===== src/logic/adcg_params.svh =====
// constants for the converter control block: offsets, fields, resets
// assumes a word-addressed Avalon-MM slave port and a synchronous comparator
//
// Notes on behaviour
// - pin gate register for channels 15..8, bit 7 is channel 15
// - pin gate register for channels 23..16, bit 7 is channel 23
// - gate bit 0 keeps digital pin control, 1 turns it off
// - a gate register is absent when its channels have no external inputs
// - converter disabled during reset and while channel select is all ones
// - after a completed conversion with none pending, converter goes idle
// - approximation yields 11 bits in 10-bit mode, 9 bits in 8-bit mode
// - 10-bit mode rounds to 10 bits into result high and low
// - 8-bit mode rounds to 8 bits into result low only
// - stored result sets complete flag; interrupt if completion enable and interrupt mask bit 0 set
// - compare enable turns on automatic compare in every mode
// - gated pin: output high impedance, input and pullup off, reads zero
`ifndef ADCG_PARAMS_SVH
`define ADCG_PARAMS_SVH

// ****************************************
// register word indices
// ****************************************
`define ADCG_IDX_CTRL 4'h0
`define ADCG_IDX_CFG 4'h1
`define ADCG_IDX_CMPCTL 4'h2
`define ADCG_IDX_CMPVAL 4'h3
`define ADCG_IDX_RES_HI 4'h4
`define ADCG_IDX_RES_LO 4'h5
`define ADCG_IDX_GATE2 4'h6
`define ADCG_IDX_GATE3 4'h7
`define ADCG_IDX_IRQ_ST 4'h8
`define ADCG_IDX_IRQ_MSK 4'h9
`define ADCG_IDX_STATUS 4'ha

// ****************************************
// fields and reset values
// ****************************************
`define ADCG_CH_ALL_ONES 5'h1f
`define ADCG_CTRL_CONT 5
`define ADCG_CTRL_COMPLETION_IRQ_ENABLE 6
`define ADCG_MODE_LSB 2
`define ADCG_MODE_8 2'h0
`define ADCG_MODE_10 2'h2
`define ADCG_CMP_ENA 0
`define ADCG_CMP_GT 1
`define ADCG_IRQ_DONE 0
`define ADCG_IRQ_MISS 1
`define ADCG_ST_BUSY 0
`define ADCG_ST_CONVERSION_COMPLETE_FLAG 1
`define ADCG_ST_IDLE 2
`define ADCG_ST_DIS 3
`define ADCG_SAR_TOP10 11'h400
`define ADCG_SAR_TOP8 11'h100
`define ADCG_GATE_RST 8'h00

`endif


===== src/logic/adcg_pkg.sv =====
// types and shared arithmetic for the converter control block
// assumes adcg_params.svh on the include path
`include "adcg_params.svh"

package adcg_pkg;

  typedef enum logic [1:0] {ST_DISABLED, ST_IDLE, ST_CONVERT, ST_STORE} adcg_state_e;
  typedef logic [10:0] adcg_raw_t;

  // round raw approximation to 10 or 8 bits, saturating at full scale
  function automatic logic [9:0] adcg_round(input adcg_raw_t raw, input logic ten);
    logic [9:0] res;
    res = 10'h000;
    if (ten)
    begin
      res = (&raw[10:1]) ? raw[10:1] : raw[10:1] + {9'h000, raw[0]};
    end
    else
    begin
      res = (&raw[8:1]) ? {2'h0, raw[8:1]} : {2'h0, raw[8:1] + {7'h00, raw[0]}};
    end
    return res;
  endfunction

endpackage


===== src/logic/adcg_sar.sv =====
// successive-approximation sequencer, one bit per clock
// assumes comparator input valid in the same clock cycle as the trial code it answers
`timescale 1ns/100ps
`default_nettype none
`include "adcg_params.svh"

module adcg_sar
  import adcg_pkg::*;
(
  input wire logic clk,
  input wire logic rst_b,
  input wire logic start,
  input wire logic abort,
  input wire logic ten_bit,
  input wire logic comp_in,
  output logic busy,
  output logic done,
  output adcg_raw_t result,
  output adcg_raw_t dac_code
);

  logic busy_q, busy_d;
  logic done_q, done_d;
  adcg_raw_t acc_q, acc_d;
  adcg_raw_t bit_q, bit_d;
  adcg_raw_t dac_q, dac_d;
  adcg_raw_t res_q, res_d;
  adcg_raw_t kept;

  // ****************************************
  // next state
  // ****************************************
  always_comb
  begin
    busy_d = busy_q;
    done_d = 1'b0;
    acc_d = acc_q;
    bit_d = bit_q;
    dac_d = dac_q;
    res_d = res_q;
    kept = comp_in ? dac_q : acc_q;
    if (start)
    begin
      // 11 trials in 10-bit mode, 9 in 8-bit mode
      busy_d = 1'b1;
      acc_d = '0;
      bit_d = ten_bit ? `ADCG_SAR_TOP10 : `ADCG_SAR_TOP8;
      dac_d = ten_bit ? `ADCG_SAR_TOP10 : `ADCG_SAR_TOP8;
    end
    else if (abort)
    begin
      busy_d = 1'b0;
    end
    else if (busy_q)
    begin
      acc_d = kept;
      bit_d = bit_q >> 1;
      if (bit_q[0])
      begin
        busy_d = 1'b0;
        done_d = 1'b1;
        res_d = kept;
      end
      else
      begin
        dac_d = kept | (bit_q >> 1);
      end
    end
  end

  // ****************************************
  // registers
  // ****************************************
  always_ff @(posedge clk or negedge rst_b)
  begin
    if (!rst_b)
    begin
      busy_q <= 1'b0;
      done_q <= 1'b0;
      acc_q <= '0;
      bit_q <= '0;
      dac_q <= '0;
      res_q <= '0;
    end
    else
    begin
      busy_q <= busy_d;
      done_q <= done_d;
      acc_q <= acc_d;
      bit_q <= bit_d;
      dac_q <= dac_d;
      res_q <= res_d;
    end
  end

  assign busy = busy_q;
  assign done = done_q;
  assign result = res_q;
  assign dac_code = dac_q;

endmodule
`default_nettype wire


===== src/logic/adcg_top.sv =====
// converter control: registers, pin gating, conversion sequencing, interrupt
// assumes Avalon-MM word addressing and pad/port signals synchronous to CORE_CLK
`timescale 1ns/100ps
`default_nettype none
`include "adcg_params.svh"

module adcg_top
  import adcg_pkg::*;
#(
  parameter bit HAS_CH8_15 = 1'b1,
  parameter bit HAS_CH16_23 = 1'b1
)
(
  input wire logic CORE_CLK,
  input wire logic RST_B,
  input wire logic [3:0] AVM_ADDRESS,
  input wire logic AVM_READ,
  input wire logic AVM_WRITE,
  input wire logic [31:0] AVM_WRITEDATA,
  output logic [31:0] AVM_READDATA,
  output logic AVM_WAITREQUEST,
  input wire logic COMP_IN,
  output logic [10:0] DAC_CODE,
  output logic [4:0] CH_SEL,
  output logic CONV_ACTIVE,
  input wire logic [15:0] PORT_OE,
  input wire logic [15:0] PORT_PULL,
  input wire logic [15:0] PIN_IN,
  output logic [15:0] PAD_OE,
  output logic [15:0] PAD_PULL,
  output logic [15:0] PAD_IBE,
  output logic [15:0] PORT_RDATA,
  output logic IRQ
);

  // ****************************************
  // declarations
  // ****************************************
  logic wait_q, wait_d;
  logic [31:0] rdata_q, rdata_d;
  logic wr_go, rd_go;
  logic [4:0] ch_q, ch_d;
  logic cont_q, cont_d;
  logic completion_irq_enable_q, completion_irq_enable_d;
  logic [1:0] mode_q, mode_d;
  logic compare_function_enable_q, compare_function_enable_d;
  logic acgt_q, acgt_d;
  logic [9:0] cval_q, cval_d;
  logic [9:0] res_q, res_d;
  logic [7:0] gate2_q, gate2_d;
  logic [7:0] gate3_q, gate3_d;
  logic conversion_complete_flag_q, conversion_complete_flag_d;
  logic [1:0] ist_q, ist_d;
  logic [1:0] imsk_q, imsk_d;
  logic irq_q, irq_d;
  adcg_state_e state_q, state_d;
  logic act_q, act_d;
  logic [15:0] oe_q, oe_d;
  logic [15:0] pull_q, pull_d;
  logic [15:0] ibe_q, ibe_d;
  logic [15:0] prd_q, prd_d;
  logic [15:0] gate_all;
  logic ten_bit;
  logic ctrl_wr, cfg_wr, start_req, sar_start, sar_abort;
  logic sar_done;
  logic store, miss;
  adcg_raw_t sar_res;
  logic [9:0] rounded;
  logic cmp_pass;

  assign wr_go = AVM_WRITE && !wait_q;
  assign rd_go = AVM_READ && !wait_q;
  assign ten_bit = (mode_q == `ADCG_MODE_10);
  assign gate_all = {gate3_q, gate2_q};
  assign ctrl_wr = wr_go && (AVM_ADDRESS == `ADCG_IDX_CTRL);
  assign cfg_wr = wr_go && ((AVM_ADDRESS == `ADCG_IDX_CFG) ||
                            (AVM_ADDRESS == `ADCG_IDX_CMPCTL) ||
                            (AVM_ADDRESS == `ADCG_IDX_CMPVAL));
  assign start_req = ctrl_wr && (AVM_WRITEDATA[4:0] != `ADCG_CH_ALL_ONES);
  assign rounded = adcg_round(sar_res, ten_bit);

  // compare in the width of the active mode
  always_comb
  begin
    cmp_pass = 1'b1;
    if (compare_function_enable_q)
    begin
      if (ten_bit)
      begin
        cmp_pass = acgt_q ? (rounded >= cval_q) : (rounded < cval_q);
      end
      else
      begin
        cmp_pass = acgt_q ? (rounded[7:0] >= cval_q[7:0]) : (rounded[7:0] < cval_q[7:0]);
      end
    end
  end

  // ****************************************
  // read data mux
  // ****************************************
  function automatic logic [31:0] read_word(input logic [3:0] idx);
    logic [31:0] w;
    w = 32'h0000_0000;
    unique case (idx)
      `ADCG_IDX_CTRL: w = {25'h0, completion_irq_enable_q, cont_q, ch_q};
      `ADCG_IDX_CFG: w = {28'h0, mode_q, 2'h0};
      `ADCG_IDX_CMPCTL: w = {30'h0, acgt_q, compare_function_enable_q};
      `ADCG_IDX_CMPVAL: w = {22'h0, cval_q};
      `ADCG_IDX_RES_HI: w = {30'h0, res_q[9:8]};
      `ADCG_IDX_RES_LO: w = {24'h0, res_q[7:0]};
      `ADCG_IDX_GATE2: w = {24'h0, gate2_q};
      `ADCG_IDX_GATE3: w = {24'h0, gate3_q};
      `ADCG_IDX_IRQ_ST: w = {30'h0, ist_q};
      `ADCG_IDX_IRQ_MSK: w = {30'h0, imsk_q};
      `ADCG_IDX_STATUS: w = {28'h0, state_q == ST_DISABLED, state_q == ST_IDLE,
                             conversion_complete_flag_q, act_q};
      default: w = 32'h0000_0000;
    endcase
    return w;
  endfunction

  // ****************************************
  // bus slave: one wait cycle per access
  // ****************************************
  always_comb
  begin
    wait_d = 1'b1;
    rdata_d = rdata_q;
    if ((AVM_READ || AVM_WRITE) && wait_q)
    begin
      wait_d = 1'b0;
      rdata_d = AVM_READ ? read_word(AVM_ADDRESS) : 32'h0000_0000;
    end
  end

  always_ff @(posedge CORE_CLK or negedge RST_B)
  begin
    if (!RST_B)
    begin
      wait_q <= 1'b1;
      rdata_q <= 32'h0000_0000;
    end
    else
    begin
      wait_q <= wait_d;
      rdata_q <= rdata_d;
    end
  end

  // ****************************************
  // conversion sequencer
  // ****************************************
  always_comb
  begin
    state_d = state_q;
    sar_start = 1'b0;
    sar_abort = 1'b0;
    store = 1'b0;
    miss = 1'b0;
    unique case (state_q)
      ST_DISABLED, ST_IDLE:
      begin
        if (start_req)
        begin
          sar_start = 1'b1;
          state_d = ST_CONVERT;
        end
        else
        begin
          state_d = (ch_q == `ADCG_CH_ALL_ONES) ? ST_DISABLED : ST_IDLE;
        end
      end
      ST_CONVERT:
      begin
        if (ctrl_wr)
        begin
          sar_start = start_req;
          sar_abort = !start_req;
          state_d = start_req ? ST_CONVERT : ST_DISABLED;
        end
        else if (cfg_wr)
        begin
          sar_abort = 1'b1;
          state_d = ST_IDLE;
        end
        else if (sar_done)
        begin
          state_d = ST_STORE;
        end
      end
      ST_STORE:
      begin
        store = cmp_pass;
        miss = !cmp_pass;
        if (ctrl_wr && !start_req)
        begin
          state_d = ST_DISABLED;
        end
        else if (cont_q || start_req)
        begin
          sar_start = 1'b1;
          state_d = ST_CONVERT;
        end
        else
        begin
          state_d = ST_IDLE;
        end
      end
    endcase
    act_d = (state_d == ST_CONVERT) || (state_d == ST_STORE);
  end

  always_ff @(posedge CORE_CLK or negedge RST_B)
  begin
    if (!RST_B)
    begin
      state_q <= ST_DISABLED;
      act_q <= 1'b0;
    end
    else
    begin
      state_q <= state_d;
      act_q <= act_d;
    end
  end

  adcg_sar u_sar (
    .clk(CORE_CLK),
    .rst_b(RST_B),
    .start(sar_start),
    .abort(sar_abort),
    .ten_bit(ten_bit),
    .comp_in(COMP_IN),
    .busy(),
    .done(sar_done),
    .result(sar_res),
    .dac_code(DAC_CODE)
  );

  // ****************************************
  // software registers and flags
  // ****************************************
  always_comb
  begin
    ch_d = ch_q;
    cont_d = cont_q;
    completion_irq_enable_d = completion_irq_enable_q;
    mode_d = mode_q;
    compare_function_enable_d = compare_function_enable_q;
    acgt_d = acgt_q;
    cval_d = cval_q;
    res_d = res_q;
    gate2_d = gate2_q;
    gate3_d = gate3_q;
    imsk_d = imsk_q;
    conversion_complete_flag_d = conversion_complete_flag_q;
    ist_d = ist_q;
    if (wr_go)
    begin
      unique case (AVM_ADDRESS)
        `ADCG_IDX_CTRL:
        begin
          ch_d = AVM_WRITEDATA[4:0];
          cont_d = AVM_WRITEDATA[`ADCG_CTRL_CONT];
          completion_irq_enable_d = AVM_WRITEDATA[`ADCG_CTRL_COMPLETION_IRQ_ENABLE];
        end
        `ADCG_IDX_CFG: mode_d = AVM_WRITEDATA[`ADCG_MODE_LSB +: 2];
        `ADCG_IDX_CMPCTL:
        begin
          compare_function_enable_d = AVM_WRITEDATA[`ADCG_CMP_ENA];
          acgt_d = AVM_WRITEDATA[`ADCG_CMP_GT];
        end
        `ADCG_IDX_CMPVAL: cval_d = AVM_WRITEDATA[9:0];
        `ADCG_IDX_GATE2: gate2_d = HAS_CH8_15 ? AVM_WRITEDATA[7:0] : `ADCG_GATE_RST;
        `ADCG_IDX_GATE3: gate3_d = HAS_CH16_23 ? AVM_WRITEDATA[7:0] : `ADCG_GATE_RST;
        `ADCG_IDX_IRQ_MSK: imsk_d = AVM_WRITEDATA[1:0];
        default: ;
      endcase
    end
    // status read clears only the bits it returned; result low clears at capture
    if (rd_go && (AVM_ADDRESS == `ADCG_IDX_IRQ_ST))
    begin
      ist_d = ist_q & ~rdata_q[1:0];
    end
    if (ctrl_wr || (AVM_READ && wait_q && (AVM_ADDRESS == `ADCG_IDX_RES_LO)))
    begin
      conversion_complete_flag_d = 1'b0;
    end
    // hardware set wins over the clears above
    if (store)
    begin
      res_d = rounded;
      conversion_complete_flag_d = 1'b1;
      ist_d[`ADCG_IRQ_DONE] = ist_q[`ADCG_IRQ_DONE] | completion_irq_enable_q;
    end
    if (miss)
    begin
      ist_d[`ADCG_IRQ_MISS] = 1'b1;
    end
    irq_d = |(ist_d & imsk_d);
  end

  always_ff @(posedge CORE_CLK or negedge RST_B)
  begin
    if (!RST_B)
    begin
      ch_q <= `ADCG_CH_ALL_ONES;
      cont_q <= 1'b0;
      completion_irq_enable_q <= 1'b0;
      mode_q <= `ADCG_MODE_8;
      compare_function_enable_q <= 1'b0;
      acgt_q <= 1'b0;
      cval_q <= 10'h000;
      res_q <= 10'h000;
      gate2_q <= `ADCG_GATE_RST;
      gate3_q <= `ADCG_GATE_RST;
      imsk_q <= 2'h0;
      conversion_complete_flag_q <= 1'b0;
      ist_q <= 2'h0;
      irq_q <= 1'b0;
    end
    else
    begin
      ch_q <= ch_d;
      cont_q <= cont_d;
      completion_irq_enable_q <= completion_irq_enable_d;
      mode_q <= mode_d;
      compare_function_enable_q <= compare_function_enable_d;
      acgt_q <= acgt_d;
      cval_q <= cval_d;
      res_q <= res_d;
      gate2_q <= gate2_d;
      gate3_q <= gate3_d;
      imsk_q <= imsk_d;
      conversion_complete_flag_q <= conversion_complete_flag_d;
      ist_q <= ist_d;
      irq_q <= irq_d;
    end
  end

  // ****************************************
  // pad gating, bit i is channel 8+i
  // ****************************************
  always_comb
  begin
    oe_d = PORT_OE & ~gate_all;
    pull_d = PORT_PULL & ~gate_all;
    ibe_d = ~gate_all;
    prd_d = PIN_IN & ~gate_all;
  end

  always_ff @(posedge CORE_CLK or negedge RST_B)
  begin
    if (!RST_B)
    begin
      oe_q <= 16'h0000;
      pull_q <= 16'h0000;
      ibe_q <= 16'hffff;
      prd_q <= 16'h0000;
    end
    else
    begin
      oe_q <= oe_d;
      pull_q <= pull_d;
      ibe_q <= ibe_d;
      prd_q <= prd_d;
    end
  end

  assign AVM_READDATA = rdata_q;
  assign AVM_WAITREQUEST = wait_q;
  assign CH_SEL = ch_q;
  assign CONV_ACTIVE = act_q;
  assign PAD_OE = oe_q;
  assign PAD_PULL = pull_q;
  assign PAD_IBE = ibe_q;
  assign PORT_RDATA = prd_q;
  assign IRQ = irq_q;

endmodule
`default_nettype wire

===== config.mk =====
export PLATFORM = sky130hd
export DESIGN_NAME = adcg_top
export DESIGN_NICKNAME = d
export VERILOG_FILES = /design/src/logic/adcg_pkg.sv /design/src/logic/adcg_sar.sv /design/src/logic/adcg_top.sv
export VERILOG_INCLUDE_DIRS = /design/src /design/src/logic
export SDC_FILE = /design/constraint.sdc
export NUM_CORES = 1
export LEC_CHECK = 0
export BUFFER_PORTS_ARGS = -buffer_cell sky130_fd_sc_hd__buf_2
export CAP_MARGIN = 20
export CORE_MARGIN = 2
export CORE_UTILIZATION = 50
export CTS_CLUSTER_SIZE = 20
export DETAILED_ROUTE_END_ITERATION = 16
export GPL_ROUTABILITY_DRIVEN = 0
export PLACE_DENSITY = 0.76
export SLEW_MARGIN = 10
export SYNTH_ARGS = -nofsm -noshare
export SYNTH_HDL_FRONTEND = slang
export SYNTH_SLANG_ARGS = --single-unit

===== constraint.sdc =====
create_clock -name CORE_CLK -period 7.2 [get_ports CORE_CLK]
set_input_delay 1.08 -clock CORE_CLK [delete_from_list [all_inputs] [get_ports CORE_CLK]]
set_output_delay 1.08 -clock CORE_CLK [all_outputs]
set_load 0.005 [all_outputs]

# After elaboration in Yosys (flattened, before gate mapping)
# Index checks and enable logic that the tools add are counted.
[totals]
in_bits = 89
ff_bits = 199
word_cells = 157
output_inout_bits = 115
[op_classes]
add_sub_neg = 2
order_cmp = 4
mux = 56
eq_ne = 20
bitwise_logic = 11
n_reduce_logical = 36
[ops]
columns = ["operator", "count"]
rows = [
  ["11-bit two-way mux", 12],
  ["10-bit case mux with 11 select lines", 1],
  ["16-bit AND", 3],
  ["32-bit two-way mux", 1],
  ["1-bit two-way mux", 27],
  ["10-bit two-way mux", 2],
  ["2-bit two-way mux", 10],
  ["4-bit by 3-bit equality test with 1-bit output (second input constant)", 4],
  ["16-bit NOT", 1],
  ["2-bit AND reduction", 7],
  ["4-bit equality test (second input constant)", 3],
  ["11-bit by 10-bit OR with 11-bit output", 1],
  ["10-bit by 1-bit adder with 10-bit output", 1],
  ["2-bit equality test (second input constant)", 5],
  ["10-bit >= comparator", 1],
  ["1-bit logical AND", 10],
  ["10-bit < comparator", 1],
  ["10-bit AND reduction", 1],
  ["8-bit by 1-bit adder with 8-bit output", 1],
  ["4-bit by 2-bit equality test with 1-bit output (second input constant)", 2],
  ["8-bit >= comparator", 1],
  ["8-bit < comparator", 1],
  ["8-bit two-way mux", 1],
  ["8-bit AND reduction", 1],
  ["other kinds (19)", 31],
]

# Depth between registers and ports, before layout
[logic_depth]
depth_word = 12
ltp_mapped = 14
depth_no_buf = 13

# Modules after synthesis
# Synthesis repeated with hierarchy kept, for this count alone.
[hier_totals]
cells_unflattened = 738
area_unflattened_um2 = 7862.5
[modules_own_cells]
columns = ["mod", "instances", "area_each_um2", "cells_each", "seq_area_each_um2"]
rows = [
  ["adcg_top", 1, 5851.9, 532, 3305.7],
  ["adcg_sar", 1, 2010.7, 206, 1151.1],
]

# Worst setup path after synthesis
# OpenSTA, ideal clock, no wires.
[synth_path]
path_type = "reg2reg"
start = "register mode_q[0]"
end = "register res_q[2]"
path_slack_ns = 3.955
path_stages_with_launch = 15
required_ns = 7.075
setup_ns = 0.125
arrival_time_ns = 3.121
path_buffers = 2
synth_period_minus_slack_ns = 3.245
cell_sequence = "dfrtp_1 nor2b_1 clkbuf_1 nand2_1 nand2_1 nand2_1 ha_1 nor2b_1 o211ai_1 a21oi_1 o41ai_4 mux2_2 a21oi_2 buf_6 mux2_2"
[synth_between]
elab_chain_len = 7
word_cells_on_any_way = 11
classes_between = "order compare (4); eq/ne (1); mux (6)"
[synth_lines]
columns = ["item", "line", "source"]
rows = [
  ["from (decl)", "adcg_top.sv:45", "logic [1:0] mode_q, mode_d;"],
  ["from (signal assigned)", "adcg_top.sv:311", "mode_q <= `ADCG_MODE_8;"],
  ["from (signal assigned)", "adcg_top.sv:328", "mode_q <= mode_d;"],
  ["2-bit equality test (no source line) (*)", "-", ""],
  ["10-bit two-way mux (*)", "adcg_pkg.sv:14", "if (ten)"],
  ["net rounded[1]", "adcg_top.sv:68", "logic [9:0] rounded;"],
  ["10-bit < comparator, or another cell as far along", "adcg_top.sv:90", "cmp_pass = acgt_q ? (rounded >= cval_q) : (rounded < cval_q);"],
  ["1-bit two-way mux (on tied branches)", "adcg_top.sv:90, adcg_top.sv:94", ""],
  ["1-bit two-way mux (*)", "adcg_top.sv:88", "if (ten_bit)"],
  ["1-bit two-way mux (*)", "adcg_top.sv:86", "if (compare_function_enable_q)"],
  ["1-bit two-way mux (*)", "adcg_top.sv:161", "unique case (state_q)"],
  ["to (signal assigned)", "adcg_top.sv:332", "res_q <= res_d;"],
  ["to (decl)", "adcg_top.sv:49", "logic [9:0] res_q, res_d;"],
]
# The timed path passes the listed nets; every way through them passes the cells marked *.
# A chain may end at the register's enable or synchronous reset.

# Final worst setup path
[layout_path]
start = "register mode_q[1]"
end = "register res_q[5]"
# The elaborated chain is that of the path after synthesis.

==> metrics.md <==
| Metric | Value |
|---|---|
| Status | complete, no violations |
| Crit path kind | reg -> reg |
| Max cap viols | 0 |
| Final Hold Violating Endpoints | 0 |
| Post-Synth Simple-Gate Area | 0.146 |
| Sequential area share after synthesis | 0.569 |
| Hold Path Class | reg -> reg |
| Share of cells above drive strength 1 | 0.308 |
| DIE AREA | 16700 um^2 |
| Ys async rst share | 1.00 |
| Vias in the first global route | 5462 |
| Synth Flop Type | dfrtp_1 |
| Row count | 45 |
| Clock latency at the later pin of the worst-skew pair | roughly 0.44 ns |
| Reg2Reg Depth | 12 |
| Leak pwr | 4.56 nW |
| TritonCTS Sinks | 177 |
| Fin crit share | 0.572 |
| Via count | roughly 5800 |
| Worst r2r src | mode_q[1]$_DFFE_PN0P_ |
| Postcts setup bufs | 0 |
| Peak VDD IR | ~0.22 mV |
| GRT Overall Usage | 0.217 |
| Synthesis-to-finish area growth | 19.6% |
| Psw | roughly 1.0 mW |
| H-tree depth | 4 |
| Worst path required time | around 7.5 ns |
| Clk buf depth | 2 |
| Power share of the clock group | 0.309 |
| Max-slew violations | 0 |
| Top post-synthesis cells by area | dfrtp_1, dfstp_2, mux2_2 |
| Hold Path Stages | 1 |
| Number of synthesized flops with an enable pin | 0 |
| CORE AREA | between 15000 and 20000 um^2 |
| R2R Path End | res_q[5]$_DFFE_PN0N_ |
| Post-Synth Adder-Cell Area | 0.0192 |
| Combinational family with the most area after synthesis | simple AND/OR/NAND/NOR gates |
| Tot Pwr | approximately 3.2 mW |
| Reg clk slew, reported paths | around 0.070 ns |
| CTS Root Cell | clkbuf_16 |
| Comb pwr share | 0.226 |
| Critical path arrival | about 4.4 ns |
| First-pass GRT wire length | around 28 mm |
| Wirelength, routed | between 15 and 20 mm |
| Mux cell area share after synthesis | 0.0712 |
| CTS Buf Count | 17 |
| Cells after synthesis | ~720 |
| Via/cell ratio | 5.34 |
| Unique masters post-synth | 56 |
| Setup crit end kind | flip-flop |
| Compound-Gate Fraction of Synth Area | 0.135 |
| Final setup viols | 0 |
| FF+latch count, synth | 177 |
| Unrepaired setup endpoints after global routing | no |
| Worst Hold Path EP | PAD_IBE[7]$_DFF_PN1_ |
| Total grt overflow | 0 |
| Post-route ant nets | 0 |
| Antenna cells | 0 |
| Worst hold start | gate2_q[7]$_DFFE_PN0P_ |
| Die W | around 130 um |
| Critical path peak fanout | 12 |
| CP startpoint kind | flip-flop |
| Pwr/cell area | 337 nW/um^2 |
| Slew HR | 0.351 |
| Internal power | approximately 2.1 mW |
| Largest net degree at the start of global routing | 120 |
| FF-to-FF setup slack | slightly above 3 ns |
| Detailed-route DRC error count | 0 |
| Hpwl dp | approximately 13 mm |
| TNS Setup | 0 ns |
| Mapped Avg Cell Area | between 10 and 15 um^2 |
| Initial Utilization | 0.514 |
| Least-Margin Pin Slew | between 0.9 and 1 ns |
| Final min period | between 4 and 5 ns |
| Die height | roughly 130 um |
| Antenna violations before repair | 0 |
| Share of power burned in registers | 0.465 |
| I/O Buffers | about 160 |
| Post_cts resized | 0 |
| Net Sw Frac | 0.328 |
| Pre-antenna DRT Iters | 7 |
| Cell taking the most area after synthesis | dfrtp_1 |
| Synth top area share | 0.495 |
| Fmax | around 240 MHz |
| Clock Skews | 0.0103 ns |
| Hold-fix buffers, CTS | 0 |
| Number of top-level pins | slightly above 200 |
| Synthesized area | 7840 um^2 |
| Fin nets | 966 |
| Routed WL per cell | 16.4 um |
| Post-Synth XOR/XNOR Area | 0.00670 |
| Starting DRT DRC Count | 401 |
| Yosys warns | 0 |
| TritonCTS clock tree | done |
==> critical path, stage by stage (launching register included) <==
cell	delay (ns)
dfrtp_1	0.39
nor2b_1	0.64
nand2_1	0.15
nand2_1	0.22
nand2_1	0.10
ha_1	0.30
nor2b_1	0.14
o211ai_1	0.15
a21oi_1	0.16
o41ai_4	0.36
mux2_2	0.41
a21oi_2	0.56
mux2_2	0.41
==> per-layer routing <==
metal  share of wire  global-route usage
met3           0.077              0.0603
met2            0.48               0.356
met5               0                   0
met1            0.42               0.276
met4           0.021              0.0774
==> worst max path at each step <==
stage,start,slack [ns],endpoint,cells after the start
after floorplan,mode_q[0]$_DFFE_PN0P_,3.95,res_q[2]$_DFFE_PN0N_,14
after global placement,mode_q[1]$_DFFE_PN0P_,3.18,res_q[5]$_DFFE_PN0N_,12
after detailed placement,mode_q[1]$_DFFE_PN0P_,3.14,res_q[2]$_DFFE_PN0N_,12
after CTS,mode_q[1]$_DFFE_PN0P_,3.10,res_q[5]$_DFFE_PN0N_,12
after global routing,mode_q[1]$_DFFE_PN0P_,2.83,res_q[5]$_DFFE_PN0N_,12
final,mode_q[1]$_DFFE_PN0P_,3.08,res_q[5]$_DFFE_PN0N_,12
==> cells in the mapped netlist, types with 12 or more instances <==
cell / count
dfstp_2: 22
nand3_1: 18
mux2_2: 38
nor2_1: 28
dfrtp_1: 155
o21ai_0: 27
nand2b_1: 14
inv_1: 27
ha_1: 12
nand2_1: 86
a21oi_1: 60
clkbuf_1: 22
mux2i_1: 13
nor2b_1: 57
buf_4: 22
==> per-stage QoR <==
step                      hold WS [ns]  setup WS, ns  std cells  instance area, um^2   util
final                            0.486          3.08       1089                 9380  0.615
after floorplan                  0.432          3.95        737                 7920      -
after CTS                        0.497          3.10       1088                 9350  0.613
after global routing             0.522          2.83       1089                 9380  0.615
after detailed placement         0.486          3.14       1056                 8710  0.571
after global placement           0.473          3.18       1056                 8710  0.571
==> power by group through the flow <==
stage               Combinational (mW)  Clock (mW)  Sequential [mW]
finish                           0.714       0.974             1.47
detailed placement               0.710           0             1.48
global route                     0.814        1.04             1.50
floorplan                        0.462           0             1.43
global placement                 0.684           0             1.47
CTS                              0.718       0.990             1.47
==> area by class of cell <==
cell class,count,area (um^2)
fillers,1222,5880
clock buffers,17,425
well taps,211,264
clock inverters,15,220
multi-input cells,478,3050
repair buffers,164,860
inverters,27,101
flip-flops and latches,177,4460
==> cell usage in the layout, fill, tap and decap left out, drive strengths merged, types with 13 or more instances in the layout <==
master / instances
nand2b: 14
buf: 164
nand2: 87
conb: 22
dfrtp: 155
clkbuf: 17
mux2: 38
mux2i: 13
nor2b: 57
inv: 32
dfstp: 22
nand3: 18
o21ai: 28
nor2: 28
a21oi: 61
==> flip-flops by register name (all words and copies together) (netlist names), 5 cells and up <==
register / count
AVM_READDATA: 10
CH_SEL: 5
PAD_IBE: 16
PAD_OE: 16
PAD_PULL: 16
PORT_RDATA: 16
cval_q: 10
gate2_q: 8
gate3_q: 8
res_q: 10
u_sar.acc_q: 11
u_sar.bit_q: 11
u_sar.dac_code: 11
u_sar.result: 11
==> kinds of logic (layout without fill, tap and decap cells) <==
kind of cell | after synthesis | count (layout)
buf+inv | 82 | 223
mux | 51 | 51
compound gates | 157 | 157
flops | 177 | 177
fa+ha+maj | 12 | 12
simple gates | 230 | 230
xor+xnor | 6 | 6
other cells | 1 | 22
No activity file was read; power rests on OpenSTA's default activity.
